--- src/pkg/ssdt_defines.vh ---
// constants shared by the safety diagnostics self-test block
`ifndef SSDT_DEFINES_VH
`define SSDT_DEFINES_VH

// ****************************************
// clock and timing
// ****************************************
`define SSDT_CLK_MHZ 200
`define SSDT_ALIVE_PERIOD_US 8192
`define SSDT_ALIVE_CYC (`SSDT_ALIVE_PERIOD_US * `SSDT_CLK_MHZ)
`define SSDT_LBIST_TIME_MS 30
`define SSDT_LBIST_CYC (`SSDT_LBIST_TIME_MS * 1000 * `SSDT_CLK_MHZ)
`define SSDT_XDCR_TIME_MS 52
`define SSDT_XDCR_CYC (`SSDT_XDCR_TIME_MS * 1000 * `SSDT_CLK_MHZ)
`define SSDT_WDG_WINDOW_US 10
`define SSDT_WDG_WINDOW_CYC (`SSDT_WDG_WINDOW_US * `SSDT_CLK_MHZ)

// ****************************************
// register byte offsets
// ****************************************
`define SSDT_OFF_CTRL 8'h00
`define SSDT_OFF_STAT 8'h04
`define SSDT_OFF_ERR 8'h08
`define SSDT_OFF_AUX 8'h0c
`define SSDT_OFF_SIG 8'h10

// ****************************************
// field positions
// ****************************************
`define SSDT_STAT_DONE 0
`define SSDT_STAT_LRUN 1
`define SSDT_STAT_XRUN 2
`define SSDT_ERR_FAIL 0
`define SSDT_ERR_WWIN 1
`define SSDT_ERR_WPER 2
`define SSDT_NV_LPWR 19
`define SSDT_NV_XSE 18
`define SSDT_NV_DIS 13

// ****************************************
// special commands and seeds
// ****************************************
`define SSDT_CMD_LBIST 8'h01
`define SSDT_CMD_XDCR 8'h02
`define SSDT_CMD_BOTH 8'h03
`define SSDT_LFSR_SEED 31'h0000_0001
`define SSDT_MISR_SEED 31'h0000_0000

`endif

--- src/rtl/ssdt_lbist.v ---
// logic self-test engine: stimulus generator, scan drive and signature compactor
`include "ssdt_defines.vh"

module ssdt_lbist #(
	parameter CHAINS = 31,
	parameter RUN_CYC = `SSDT_LBIST_CYC,
	parameter [30:0] GOLDEN = 31'h0000_0000
) (
	input wire sys_clk, // system clock
	input wire reset, // synchronous reset, high
	input wire start, // one-cycle start request
	output reg scan_enable, // chains shift while high
	output wire [CHAINS-1:0] scan_stim, // parallel chain inputs
	input wire [CHAINS-1:0] scan_resp, // parallel chain outputs
	output wire running, // test in progress
	output reg done_pulse, // one cycle at end of test
	output reg fail_pulse, // one cycle with done on mismatch
	output wire [CHAINS-1:0] signature // compacted result
);

	// ****************************************
	// state and storage
	// ****************************************
	localparam LB_IDLE = 2'b01;
	localparam LB_RUN = 2'b10;

	reg [1:0] state_ff;
	reg [31:0] cnt_ff;
	reg [CHAINS-1:0] lfsr_ff;
	reg [CHAINS-1:0] misr_ff;
	wire [CHAINS-1:0] nxt_misr;
	wire lfsr_fb;

	assign running = state_ff[1];
	assign scan_stim = lfsr_ff; // RL7
	assign signature = misr_ff;
	assign lfsr_fb = lfsr_ff[CHAINS-1] ^ lfsr_ff[CHAINS-4];

	// misr bit update, one per chain
	genvar gi;
	generate
		for (gi = 0; gi < CHAINS; gi = gi + 1) begin : g_misr
			if (gi == 0) begin : g_lsb
				assign nxt_misr[gi] = scan_resp[gi] ^ misr_ff[CHAINS-1] ^
					misr_ff[CHAINS-4]; // RL8
			end else begin : g_up
				assign nxt_misr[gi] = scan_resp[gi] ^ misr_ff[gi-1]; // RL8
			end
		end
	endgenerate

	// sequencer: seed, shift for the run time, then judge
	always @(posedge sys_clk) begin
		done_pulse <= 1'b0;
		fail_pulse <= 1'b0;
		if (reset) begin
			state_ff <= LB_IDLE;
			cnt_ff <= 32'h0000_0000;
			lfsr_ff <= `SSDT_LFSR_SEED;
			misr_ff <= `SSDT_MISR_SEED;
			scan_enable <= 1'b0;
		end else begin
			case (state_ff)
				LB_IDLE: begin
					if (start) begin
						state_ff <= LB_RUN;
						cnt_ff <= 32'h0000_0000;
						lfsr_ff <= `SSDT_LFSR_SEED;
						misr_ff <= `SSDT_MISR_SEED;
						scan_enable <= 1'b1; // RL6
					end
				end
				LB_RUN: begin
					lfsr_ff <= {lfsr_ff[CHAINS-2:0], lfsr_fb}; // RL7
					misr_ff <= nxt_misr; // RL8
					cnt_ff <= cnt_ff + 32'h0000_0001;
					if (cnt_ff == RUN_CYC - 1) begin // RL9
						state_ff <= LB_IDLE;
						scan_enable <= 1'b0;
						done_pulse <= 1'b1;
						fail_pulse <= (nxt_misr != GOLDEN); // RL13
					end
				end
				default: begin
					state_ff <= LB_IDLE;
					scan_enable <= 1'b0;
				end
			endcase
		end
	end

endmodule // ssdt_lbist

--- src/rtl/ssdt_top.v ---
// safety diagnostics: alive counter, oscillator watchdogs, self-tests, apb registers
//
// Added by the designer: register access over APB and the register offsets.
`include "ssdt_defines.vh"

// Functional notes
// RL1: 32-bit alive counter from zero, readable
// RL2: alive counter steps every 8.192 ms
// RL3: alive counter wraps, never saturates
// RL4: watchdogs always run, never gated
// RL5: cross-count oscillator periods against limits
// RL6: logic test drives 31 scan chains
// RL7: 31-bit lfsr feeds all chains
// RL8: misr compacts chain outputs to signature
// RL9: logic test lasts about 30 ms
// RL10: power-up logic test when nv bit 19
// RL11: both self-tests may run together
// RL12: logic done via done flag or running
// RL13: logic test failure sets fail flag
// RL14: transducer switched into test-current configuration
// RL15: rotate current, check angle, judge pass
// RL16: transducer test takes about 52 ms
// RL17: power-up transducer test when enable set
// RL18: special command starts transducer test
// RL19: transducer done via done flag or running
// RL20: host clears fail flag; failure sets it
// RL21: fail flag stays until host clears
// RL22: serial disable bit blocks command starts
// RL23: both power-up tests start in parallel
module ssdt_top #(
	parameter ALIVE_CYC = `SSDT_ALIVE_CYC,
	parameter LBIST_CYC = `SSDT_LBIST_CYC,
	parameter XDCR_CYC = `SSDT_XDCR_CYC,
	parameter [30:0] LBIST_GOLDEN = 31'h0000_0000,
	parameter [11:0] ANGLE_TOL = 12'h040,
	parameter [15:0] WIN_EDGES_LO = 16'h0004,
	parameter [15:0] WIN_EDGES_HI = 16'h0400,
	parameter [15:0] PER_MIN = 16'h0002,
	parameter [15:0] PER_MAX = 16'h0200
) (
	input wire sys_clk, // 200 mhz system clock
	input wire reset, // synchronous reset, high
	input wire psel, // apb select
	input wire penable, // apb access phase
	input wire pwrite, // apb write
	input wire [7:0] paddr, // apb byte address
	input wire [31:0] pwdata, // apb write data
	output reg [31:0] prdata, // apb read data
	output wire pready, // apb ready
	output wire pslverr, // apb error on unmapped
	input wire [23:0] nv_com_word, // nonvolatile common config word
	input wire ref_osc_clk, // second oscillator, sampled
	output wire scan_enable, // scan chains shift
	output wire [30:0] scan_stim, // scan chain inputs
	input wire [30:0] scan_resp, // scan chain outputs
	output reg xdcr_test_mode, // sensing element in test config
	output reg xdcr_current_dir, // test current direction
	output reg [2:0] xdcr_element_sel, // driven element group
	input wire [11:0] meas_angle, // measured angle
	input wire meas_valid, // measured angle strobe
	output reg selftest_fail_flag, // sticky self-test failure
	output wire wdg_fail // any watchdog failure flag
);

	// ****************************************
	// declarations
	// ****************************************
	localparam XS_IDLE = 2'b01;
	localparam XS_STEP = 2'b10;
	localparam [3:0] XDCR_LAST = 4'hf;
	localparam XDCR_DWELL = XDCR_CYC / 16;

	reg init_pend_ff, ref_d_ff, first_edge_ff, wdg_win_err_ff, wdg_per_err_ff;
	reg special_done_flag_ff, seen_ff, xdcr_bad_ff, xdcr_done_pulse, xdcr_fail_pulse;
	reg [1:0] xs_state_ff;
	reg [3:0] step_ff;
	reg [11:0] angle_ff;
	reg [15:0] win_cnt_ff, edge_cnt_ff, per_cnt_ff;
	reg [23:0] nv_com_ff;
	reg [31:0] alive_pre_ff, alive_count_field_ff, dwell_ff, nxt_prdata;
	wire ref_rise, win_end, wr_acc, rd_setup, cmd_wr, cmd_lbist, cmd_xdcr, err_wr, mapped;
	wire start_lbist, start_xdcr, lbist_running, lbist_done, lbist_fail, busy;
	wire step_end, step_bad, transducer_selftest_running_flag, logic_selftest_running_flag;
	wire [11:0] exp_angle;
	wire [30:0] lbist_sig;

	// ****************************************
	// helpers
	// ****************************************
	// address match against a register offset
	function hit;
		input [7:0] addr;
		input [7:0] off;
		begin
			hit = (addr == off);
		end
	endfunction

	// distance between two angles on the circle
	function [11:0] angle_dist;
		input [11:0] a;
		input [11:0] b;
		reg [11:0] d;
		begin
			d = a - b;
			angle_dist = d[11] ? (12'h000 - d) : d;
		end
	endfunction

	// ****************************************
	// power-up configuration capture
	// ****************************************
	// nv word is caught on the first clock after reset release
	always @(posedge sys_clk) begin
		if (reset) begin
			init_pend_ff <= 1'b1;
			nv_com_ff <= 24'h00_0000;
		end else begin
			init_pend_ff <= 1'b0;
			if (init_pend_ff) begin
				nv_com_ff <= nv_com_word;
			end
		end
	end

	// ****************************************
	// alive counter
	// ****************************************
	// prescaler gives one step per alive period, count wraps freely
	always @(posedge sys_clk) begin
		if (reset) begin
			alive_pre_ff <= 32'h0000_0000;
			alive_count_field_ff <= 32'h0000_0000; // RL1
		end else if (alive_pre_ff == ALIVE_CYC - 1) begin // RL2
			alive_pre_ff <= 32'h0000_0000;
			alive_count_field_ff <= alive_count_field_ff + 32'h0000_0001; // RL3
		end else begin
			alive_pre_ff <= alive_pre_ff + 32'h0000_0001;
		end
	end

	// ****************************************
	// oscillator watchdogs
	// ****************************************
	assign ref_rise = ref_osc_clk & ~ref_d_ff;
	assign win_end = (win_cnt_ff == `SSDT_WDG_WINDOW_CYC - 1);
	assign err_wr = wr_acc & hit(paddr, `SSDT_OFF_ERR);

	// window counter of sys periods counts ref edges; no enable exists
	always @(posedge sys_clk) begin
		if (reset) begin
			ref_d_ff <= 1'b0;
			win_cnt_ff <= 16'h0000;
			edge_cnt_ff <= 16'h0000;
			per_cnt_ff <= 16'h0000;
			first_edge_ff <= 1'b1;
		end else begin
			ref_d_ff <= ref_osc_clk; // RL4
			win_cnt_ff <= win_end ? 16'h0000 : win_cnt_ff + 16'h0001;
			if (win_end) begin
				edge_cnt_ff <= {15'h0000, ref_rise};
			end else if (ref_rise && edge_cnt_ff != 16'hffff) begin
				edge_cnt_ff <= edge_cnt_ff + 16'h0001;
			end
			if (ref_rise) begin
				per_cnt_ff <= 16'h0000;
				first_edge_ff <= 1'b0;
			end else if (per_cnt_ff <= PER_MAX) begin
				per_cnt_ff <= per_cnt_ff + 16'h0001;
			end
		end
	end

	// sticky watchdog flags, set beats software clear
	always @(posedge sys_clk) begin
		if (reset) begin
			wdg_win_err_ff <= 1'b0;
			wdg_per_err_ff <= 1'b0;
		end else begin
			if (win_end && (edge_cnt_ff < WIN_EDGES_LO || edge_cnt_ff > WIN_EDGES_HI)) begin
				wdg_win_err_ff <= 1'b1; // RL5
			end else if (err_wr && pwdata[`SSDT_ERR_WWIN]) begin
				wdg_win_err_ff <= 1'b0;
			end
			if ((ref_rise && !first_edge_ff && per_cnt_ff < PER_MIN) ||
				(!ref_rise && per_cnt_ff == PER_MAX)) begin
				wdg_per_err_ff <= 1'b1; // RL5
			end else if (err_wr && pwdata[`SSDT_ERR_WPER]) begin
				wdg_per_err_ff <= 1'b0;
			end
		end
	end

	assign wdg_fail = wdg_win_err_ff | wdg_per_err_ff;

	// ****************************************
	// self-test start decode
	// ****************************************
	assign wr_acc = psel & penable & pwrite;
	assign rd_setup = psel & ~penable & ~pwrite;
	assign cmd_wr = wr_acc & hit(paddr, `SSDT_OFF_CTRL) & ~nv_com_ff[`SSDT_NV_DIS]; // RL22
	assign cmd_lbist = cmd_wr & (pwdata[7:0] == `SSDT_CMD_LBIST ||
		pwdata[7:0] == `SSDT_CMD_BOTH);
	assign cmd_xdcr = cmd_wr & (pwdata[7:0] == `SSDT_CMD_XDCR ||
		pwdata[7:0] == `SSDT_CMD_BOTH); // RL18
	// both power-up starts fire on the same cycle
	assign start_lbist = (init_pend_ff & nv_com_word[`SSDT_NV_LPWR]) | cmd_lbist; // RL10 RL23
	assign start_xdcr = (init_pend_ff & nv_com_word[`SSDT_NV_XSE]) | cmd_xdcr; // RL17 RL23

	// ****************************************
	// logic self-test engine
	// ****************************************
	// own sequencer, independent of the transducer test
	ssdt_lbist #(
		.CHAINS(31),
		.RUN_CYC(LBIST_CYC),
		.GOLDEN(LBIST_GOLDEN)
	) u_lbist (
		.sys_clk(sys_clk),
		.reset(reset),
		.start(start_lbist & ~lbist_running), // RL11
		.scan_enable(scan_enable),
		.scan_stim(scan_stim),
		.scan_resp(scan_resp),
		.running(lbist_running),
		.done_pulse(lbist_done),
		.fail_pulse(lbist_fail),
		.signature(lbist_sig)
	);

	// ****************************************
	// transducer self-test sequencer
	// ****************************************
	// 16 positions: element group from low bits, current direction from top bit
	assign exp_angle = {step_ff, 8'h00};
	assign step_end = xs_state_ff[1] & (dwell_ff == XDCR_DWELL - 1);
	assign step_bad = ~seen_ff | (angle_dist(angle_ff, exp_angle) > ANGLE_TOL);

	always @(posedge sys_clk) begin
		xdcr_done_pulse <= 1'b0;
		xdcr_fail_pulse <= 1'b0;
		if (reset) begin
			xs_state_ff <= XS_IDLE;
			step_ff <= 4'h0;
			dwell_ff <= 32'h0000_0000;
			seen_ff <= 1'b0;
			angle_ff <= 12'h000;
			xdcr_bad_ff <= 1'b0;
			xdcr_test_mode <= 1'b0;
			xdcr_current_dir <= 1'b0;
			xdcr_element_sel <= 3'h0;
		end else begin
			case (xs_state_ff)
				XS_IDLE: begin
					if (start_xdcr) begin // RL11
						xs_state_ff <= XS_STEP;
						step_ff <= 4'h0;
						dwell_ff <= 32'h0000_0000;
						seen_ff <= 1'b0;
						xdcr_bad_ff <= 1'b0;
						xdcr_test_mode <= 1'b1; // RL14
						xdcr_current_dir <= 1'b0;
						xdcr_element_sel <= 3'h0;
					end
				end
				XS_STEP: begin
					dwell_ff <= step_end ? 32'h0000_0000 : dwell_ff + 32'h0000_0001;
					if (meas_valid) begin
						angle_ff <= meas_angle; // RL15
						seen_ff <= 1'b1;
					end
					if (step_end) begin
						seen_ff <= 1'b0;
						if (step_ff == XDCR_LAST) begin // RL16
							xs_state_ff <= XS_IDLE;
							xdcr_test_mode <= 1'b0;
							xdcr_done_pulse <= 1'b1;
							xdcr_fail_pulse <= xdcr_bad_ff | step_bad; // RL15
						end else begin
							xdcr_bad_ff <= xdcr_bad_ff | step_bad;
							step_ff <= step_ff + 4'h1;
							xdcr_element_sel <= step_ff[2:0] + 3'h1; // RL15
							xdcr_current_dir <= (step_ff == 4'h7) ? 1'b1 : xdcr_current_dir;
						end
					end
				end
				default: begin
					xs_state_ff <= XS_IDLE;
					xdcr_test_mode <= 1'b0;
				end
			endcase
		end
	end

	assign transducer_selftest_running_flag = xs_state_ff[1];
	assign logic_selftest_running_flag = lbist_running;
	assign busy = transducer_selftest_running_flag | logic_selftest_running_flag;

	// ****************************************
	// status and fail flags
	// ****************************************
	// done rises when a test ends with nothing else running, drops on a new start
	always @(posedge sys_clk) begin
		if (reset) begin
			special_done_flag_ff <= 1'b0;
		end else if (start_lbist | start_xdcr) begin
			special_done_flag_ff <= 1'b0;
		end else if ((lbist_done | xdcr_done_pulse) & ~busy) begin
			special_done_flag_ff <= 1'b1; // RL12 RL19
		end
	end

	// sticky failure, write one to clear, a failure in the same cycle wins
	always @(posedge sys_clk) begin
		if (reset) begin
			selftest_fail_flag <= 1'b0;
		end else if (lbist_fail | xdcr_fail_pulse) begin
			selftest_fail_flag <= 1'b1; // RL13 RL20
		end else if (err_wr && pwdata[`SSDT_ERR_FAIL]) begin
			selftest_fail_flag <= 1'b0; // RL21
		end
	end

	// ****************************************
	// apb slave
	// ****************************************
	// zero wait states: read data is captured in the setup phase
	assign pready = 1'b1;
	assign mapped = hit(paddr, `SSDT_OFF_CTRL) | hit(paddr, `SSDT_OFF_STAT) |
		hit(paddr, `SSDT_OFF_ERR) | hit(paddr, `SSDT_OFF_AUX) |
		hit(paddr, `SSDT_OFF_SIG);
	assign pslverr = psel & penable & ~mapped;

	// read mux
	always @* begin
		nxt_prdata = 32'h0000_0000;
		if (hit(paddr, `SSDT_OFF_STAT)) begin
			nxt_prdata[`SSDT_STAT_DONE] = special_done_flag_ff; // RL12 RL19
			nxt_prdata[`SSDT_STAT_LRUN] = logic_selftest_running_flag; // RL12
			nxt_prdata[`SSDT_STAT_XRUN] = transducer_selftest_running_flag; // RL19
		end else if (hit(paddr, `SSDT_OFF_ERR)) begin
			nxt_prdata[`SSDT_ERR_FAIL] = selftest_fail_flag;
			nxt_prdata[`SSDT_ERR_WWIN] = wdg_win_err_ff;
			nxt_prdata[`SSDT_ERR_WPER] = wdg_per_err_ff;
		end else if (hit(paddr, `SSDT_OFF_AUX)) begin
			nxt_prdata = alive_count_field_ff; // RL1
		end else if (hit(paddr, `SSDT_OFF_SIG)) begin
			nxt_prdata = {1'b0, lbist_sig}; // RL8
		end
	end

	// registered read data
	always @(posedge sys_clk) begin
		if (reset) begin
			prdata <= 32'h0000_0000;
		end else if (rd_setup) begin
			prdata <= nxt_prdata;
		end
	end

endmodule // ssdt_top

--- config.mk ---
export PLATFORM = sky130hd
export DESIGN_NAME = ssdt_top
export DESIGN_NICKNAME = d
export VERILOG_FILES = /design/src/rtl/ssdt_lbist.v /design/src/rtl/ssdt_top.v
export VERILOG_INCLUDE_DIRS = /design/src /design/src/pkg
export SDC_FILE = /design/constraint.sdc
export NUM_CORES = 1
export LEC_CHECK = 0
export BUFFER_PORTS_ARGS = -buffer_cell sky130_fd_sc_hd__clkbuf_2
export CORE_MARGIN = 2
export CORE_UTILIZATION = 45
export CTS_CLUSTER_SIZE = 30
export DETAILED_ROUTE_END_ITERATION = 8
export SYNTH_ARGS = -nofsm -noshare
export SYNTH_HDL_FRONTEND = slang
export SYNTH_SLANG_ARGS = --single-unit
--- constraint.sdc ---
create_clock -name sys_clk -period 5.45 [get_ports sys_clk]
set_input_delay 1.09 -clock sys_clk [delete_from_list [all_inputs] [get_ports sys_clk]]
set_output_delay 1.09 -clock sys_clk [all_outputs]
set_load 0.005 [all_outputs]
### Word-level counts from Yosys, hierarchy flattened

Index checks and enable logic that the tools add are counted.

| cells by class | value |
|---|---|
| eq/ne operators | 27 |
| muxes and demuxes | 60 |
| bitwise gates (word level) | 75 |
| reductions and logical operators | 38 |
| add/subtract/negate cells | 11 |
| $lt $le $gt $ge | 5 |

Operators by type and width:

| kind | number |
|---|---|
| $add A32 B1 Y32 const B | 4 |
| $mux W32 | 4 |
| $pmux W32 S2 | 2 |
| $pmux W31 S2 | 2 |
| $mux W31 | 3 |
| $mux W29 | 2 |
| $add A16 B1 Y16 const B | 3 |
| $xor A1 B1 Y1 | 33 |
| $eq A32 B20 Y1 const B | 1 |
| $eq A32 B21 Y1 const B | 1 |
| $eq A32 B23 Y1 const B | 1 |
| $reduce_bool A31 Y1 | 1 |
| $mux W1 | 24 |
| $and A1 B1 Y1 | 16 |
| $eq A16 B10 Y1 const B | 1 |
| $eq A16 B11 Y1 const B | 1 |
| $eq A8 B2 Y1 const B | 2 |
| $eq A8 B4 Y1 const B | 2 |
| $gt A16 B11 Y1 const B | 1 |
| $le A16 B10 Y1 const B | 1 |
| $lt A16 B2 Y1 const B | 1 |
| $lt A16 B3 Y1 const B | 1 |
| $ne A16 B16 Y1 const B | 1 |
| $mux W3 | 5 |
| 36 further kinds | 103 |

| word-level totals | value |
|---|---|
| output and inout bits | 73 |
| input bits | 114 |
| word-level logic and storage cells | 249 |
| bits in registers | 323 |

### Logic depth before layout (Yosys ltp)

| depth | value |
|---|---|
| depth after elaboration | 9 |
| gate-level depth with buffers | 9 |
| mapped depth without buffers | 8 |

### By module

A second synthesis with hierarchy kept.

| unflattened totals | value |
|---|---|
| cells, all modules | 1629 |
| area, all modules | 14077.3 sq um |

By module, submodules not included:

| module | cells an instance | seq. area each (sq um) | area each (sq um) | times used |
|---|---|---|---|---|
| ssdt_top | 1171 | 4144.0 | 9864.5 | 1 |
| ssdt_lbist | 458 | 1961.9 | 4212.8 | 1 |

### Worst setup path after synthesis

Ideal clock, no wire load.

| timing path | value |
|---|---|
| path type | input -> output |
| start point | input paddr[7] |
| end point | output pslverr |
| stages | 5 |
| setup slack | 2.206 ns |
| arrival time | 2.154 ns |
| data required time | 4.360 ns |
| path through | nor4_2 > and4b_1 > clkbuf_1 > clkbuf_1 > nor3_1 |

| on the way | value |
|---|---|
| word-level cells in the longest chain between the ends | 7 |

RTL lines:

| element | line | source |
|---|---|---|
| start, declared | ssdt_top.v:46 | `input wire [7:0] paddr,` |
| $eq A8 B3 Y1 / $logic_not A8 Y1 (equally long branches) | ssdt_top.v:95 | `hit = (addr == off);` |
| $or A1 B1 Y1 (3 in a row) | ssdt_top.v:329 | `` assign mapped = hit(paddr, `SSDT_OFF_CTRL) \| hit(paddr, `SSDT_OFF_STAT) \| `` |
| $or A1 B1 Y1 * | ssdt_top.v:329 |  |
| $not A1 Y1 * | ssdt_top.v:332 | `assign pslverr = psel & penable & ~mapped;` |
| $and A1 B1 Y1 * | ssdt_top.v:332 |  |
| end, declared | ssdt_top.v:50 | `output wire pslverr,` |

Every way passes the cells marked *; elsewhere a longest branch is shown, timed or not.

### Worst setup path after layout

Same ends and word-level chain as after synthesis.

==> metrics.md <==
| Metric | Value |
|---|---|
| Status | complete, no violations |
| Clock sink count | 305 |
| Setup crit start kind | input pin |
| Fin area | 15,900 µm² |
| Least-Margin Pin Slew | 1.20 ns |
| Seq cells post-synth | 305 |
| Maximum number of pins on one net before global-route repair | 103 |
| Synth area leaders | dfxtp_1, nor2_1, xor2_1, nand2_1, a21oi_1 |
| Sequential area share after synthesis | 44.1% |
| Die extent in x | 179 µm |
| Height of the chip | 179 µm |
| Clk_skew | 0.0194 ns |
| Routed length per instance | 15.3 µm |
| All-Layer GR Usage | 20.7% |
| Hold Buf Count CTS | 0 |
| Syn avg cell area | 8.33 µm² |
| Starting Density | 45.5% |
| Commonest non-fill, non-tap cell in the layout | dfxtp_1 |
| Max Fclk | 0.283 GHz |
| Hold Startpoint | alive_pre_ff[0] |
| Routability congestion estimate | 0.779 |
| Via Count | 11,900 |
| Peak VDD IR | 0.000237 V |
| Placement Cell Area | 14,700 µm² |
| CP Launch Point | paddr[7] |
| Core area | 30,400 µm² |
| Die area | 32,200 µm² |
| Worst EP required | 4.36 ns |
| Total grt overflow | 0 |
| Endpoints failing setup | 0 |
| Period minus WS final | 3.53 ns |
| Resize count post-CTS | 0 |
| Max Transition Viols Final | 0 |
| Worst-case clock buffer depth | 3 |
| RSZ-0062 raised after global routing | no |
| Net count after synthesis | 1,789 |
| Area Overhead vs Synth | 15.1% |
| Dpl hpwl | 22.5 mm |
| Root Buffer | clkbuf_16 |
| DRT antenna net count | 0 |
| Synthesized instance count | 1,661 |
| Vias in the first global route | 11,000 |
| Setup TNS | 0 ns |
| Hold/Removal Path Class | flip-flop to flip-flop |
| Final nets | 1,888 |
| Most frequent cells in the layout | dfxtp_1, nor2_1, nand2_1 |
| Async set-or-reset flop fraction in the synthesized netlist | 0% |
| Crit-path max FO | 32 |
| DRC | 0 |
| TritonCTS clock tree | built |
| Setup CP Type | input pin to primary output |
| Setup Fix Bufs, Post-CTS | 0 |
| First-pass GRT wire length | 54.8 mm |
| 1st-iter DRT viols | 871 |
| Clk pin slew, worst setup/hold paths | 0.06 ns |
| Max-Cap Viols | 0 |
| Tcrit/Tclk final | 64.8% |
| Pwr/cell area | 303 nW/µm² |
| Via density | 5.46 |
| Fillers | 2,957 |
| Post-Syn Area | 13,800 µm² |
| Crit end category | primary output |
| Final WL | 33.4 mm |
| CP arrival | 2.44 ns |
| Port Buf Inserts | 140 |
| Site row count | 64 |
| Synth area leader | dfxtp_1 |
| R2R setup slack | 2.51 ns |
| Leak | 5.84 nW |
| Final Hold Viols | 0 |
| WHS | 0.445 ns |
| Slew HR | 19.8% |
| Netlist cell types | 70 |
| TritonCTS Buffers | 35 |
| Synth top area share | 44.1% |
| RR Startpoint | alive_pre_ff[0] |
| Share of layout cells above drive strength 1 | 13.8% |
| Pre-CTS WS | 1.69 ns |
| Router iterations before antenna repair | 5 |
| Initial antenna violation count | 2 |
| Clk Latency, worst-skew pair | 0.51 ns |
| Yosys warns | 0 |
| Setup ws final | 1.92 ns |
| CTS H-tree depth | 2 |
| IO Pins | 187 |
| Most common flop cell mapped by yosys | dfxtp_1 |
| Post-synth EDFFs | 0 |
metrics by stage:
stage          instances  power [mW]  utilization (%)
6_report            2183        4.83             52.3
5_1_grt             2183        5.00             52.3
4_1_cts             2182        4.88             52.3
3_5_place_dp        2119        2.49             48.5
3_3_place_gp        2119        2.49             48.5
2_1_floorplan       1661        2.42                -
cells in the mapped netlist (7+ instances only):
library cell  instances
a211oi_1              7
a21oi_1             103
a22oi_1              30
a31oi_1              40
and2_1                9
and3_1               46
and4_1               18
buf_2                18
buf_4                 7
clkbuf_1             58
dfxtp_1             305
ha_1                 13
inv_1                29
nand2_1             168
nand3_1             101
nand4_1              43
nor2_1              231
nor2b_1               8
nor3_1               29
nor4_1               23
o2111ai_1             7
o211ai_1             15
o21ai_0              74
or2_2                11
or3_1                28
or4_1                 7
xnor2_1              53
xor2_1               87
sequential cells by signal (all words and copies together) (netlist names), 2 cells and up:
signal,count
alive_pre_ff,32
win_cnt_ff,16
per_cnt_ff,16
u_lbist.state_ff,2
edge_cnt_ff,16
prdata,32
xdcr_element_sel,2
u_lbist.signature,31
u_lbist.scan_stim,31
dwell_ff,32
alive_count_field_ff,32
u_lbist.cnt_ff,32
step_ff,2
angle_ff,12
kinds of logic after synthesis:
| logic type | share of synthesized area (%) |
|---|---|
| buffers and inverters | 3.70 |
| DFF | 44.1 |
| AOI/OAI and AO/OA | 12.9 |
| adders and majority gates | 1.32 |
| other | 0.0271 |
| and+or+nand+nor | 27.9 |
| xor gates and xnor gates | 8.86 |
| muxes | 1.09 |
worst paths after layout:
check | depth (start not counted) | endpoint
setup / recovery | 6 | pslverr
hold / removal | 1 | alive_pre_ff[0]
setup reg to reg | 7 | alive_count_field_ff[31]
hold reg to reg | 1 | alive_pre_ff[0]
critical path, stage by stage:
cell      delay, ns
clkbuf_2       0.09
nor4_2         0.40
and4b_1        0.26
buf_4          0.37
nor3_1         0.08
clkbuf_2       0.13
report_power, final:
group	total, mW	switching (mW)	internal (mW)
logic	0.183	0.123	0.0593
registers	2.26	0.0127	2.24
clock network	2.39	0.906	1.48
total	4.83	1.04	3.79
metal layers:
metal / wire (µm) / up-vias / global-route usage [%]
li1: - / 6043 / -
met1: 15900 / 5624 / 28.5
met2: 15300 / 207 / 33.3
met3: 1480 / 49 / 3.33
met4: 760 / 2 / 6.15
met5: 13 / - / 0
cell type report:
type | count | area [µm²] | share of cell area (%)
sequential | 305 | 6110 | 38.3
tap | 396 | 495 | 3.11
inverter | 30 | 113 | 0.707
clock inverter | 6 | 105 | 0.660
timing repair buffer | 153 | 805 | 5.05
clock buffer | 57 | 1070 | 6.73
multi-input combinational | 1235 | 7230 | 45.4
antenna | 1 | 2.50 | 0.0157
Power figures use the tool's default switching activity.
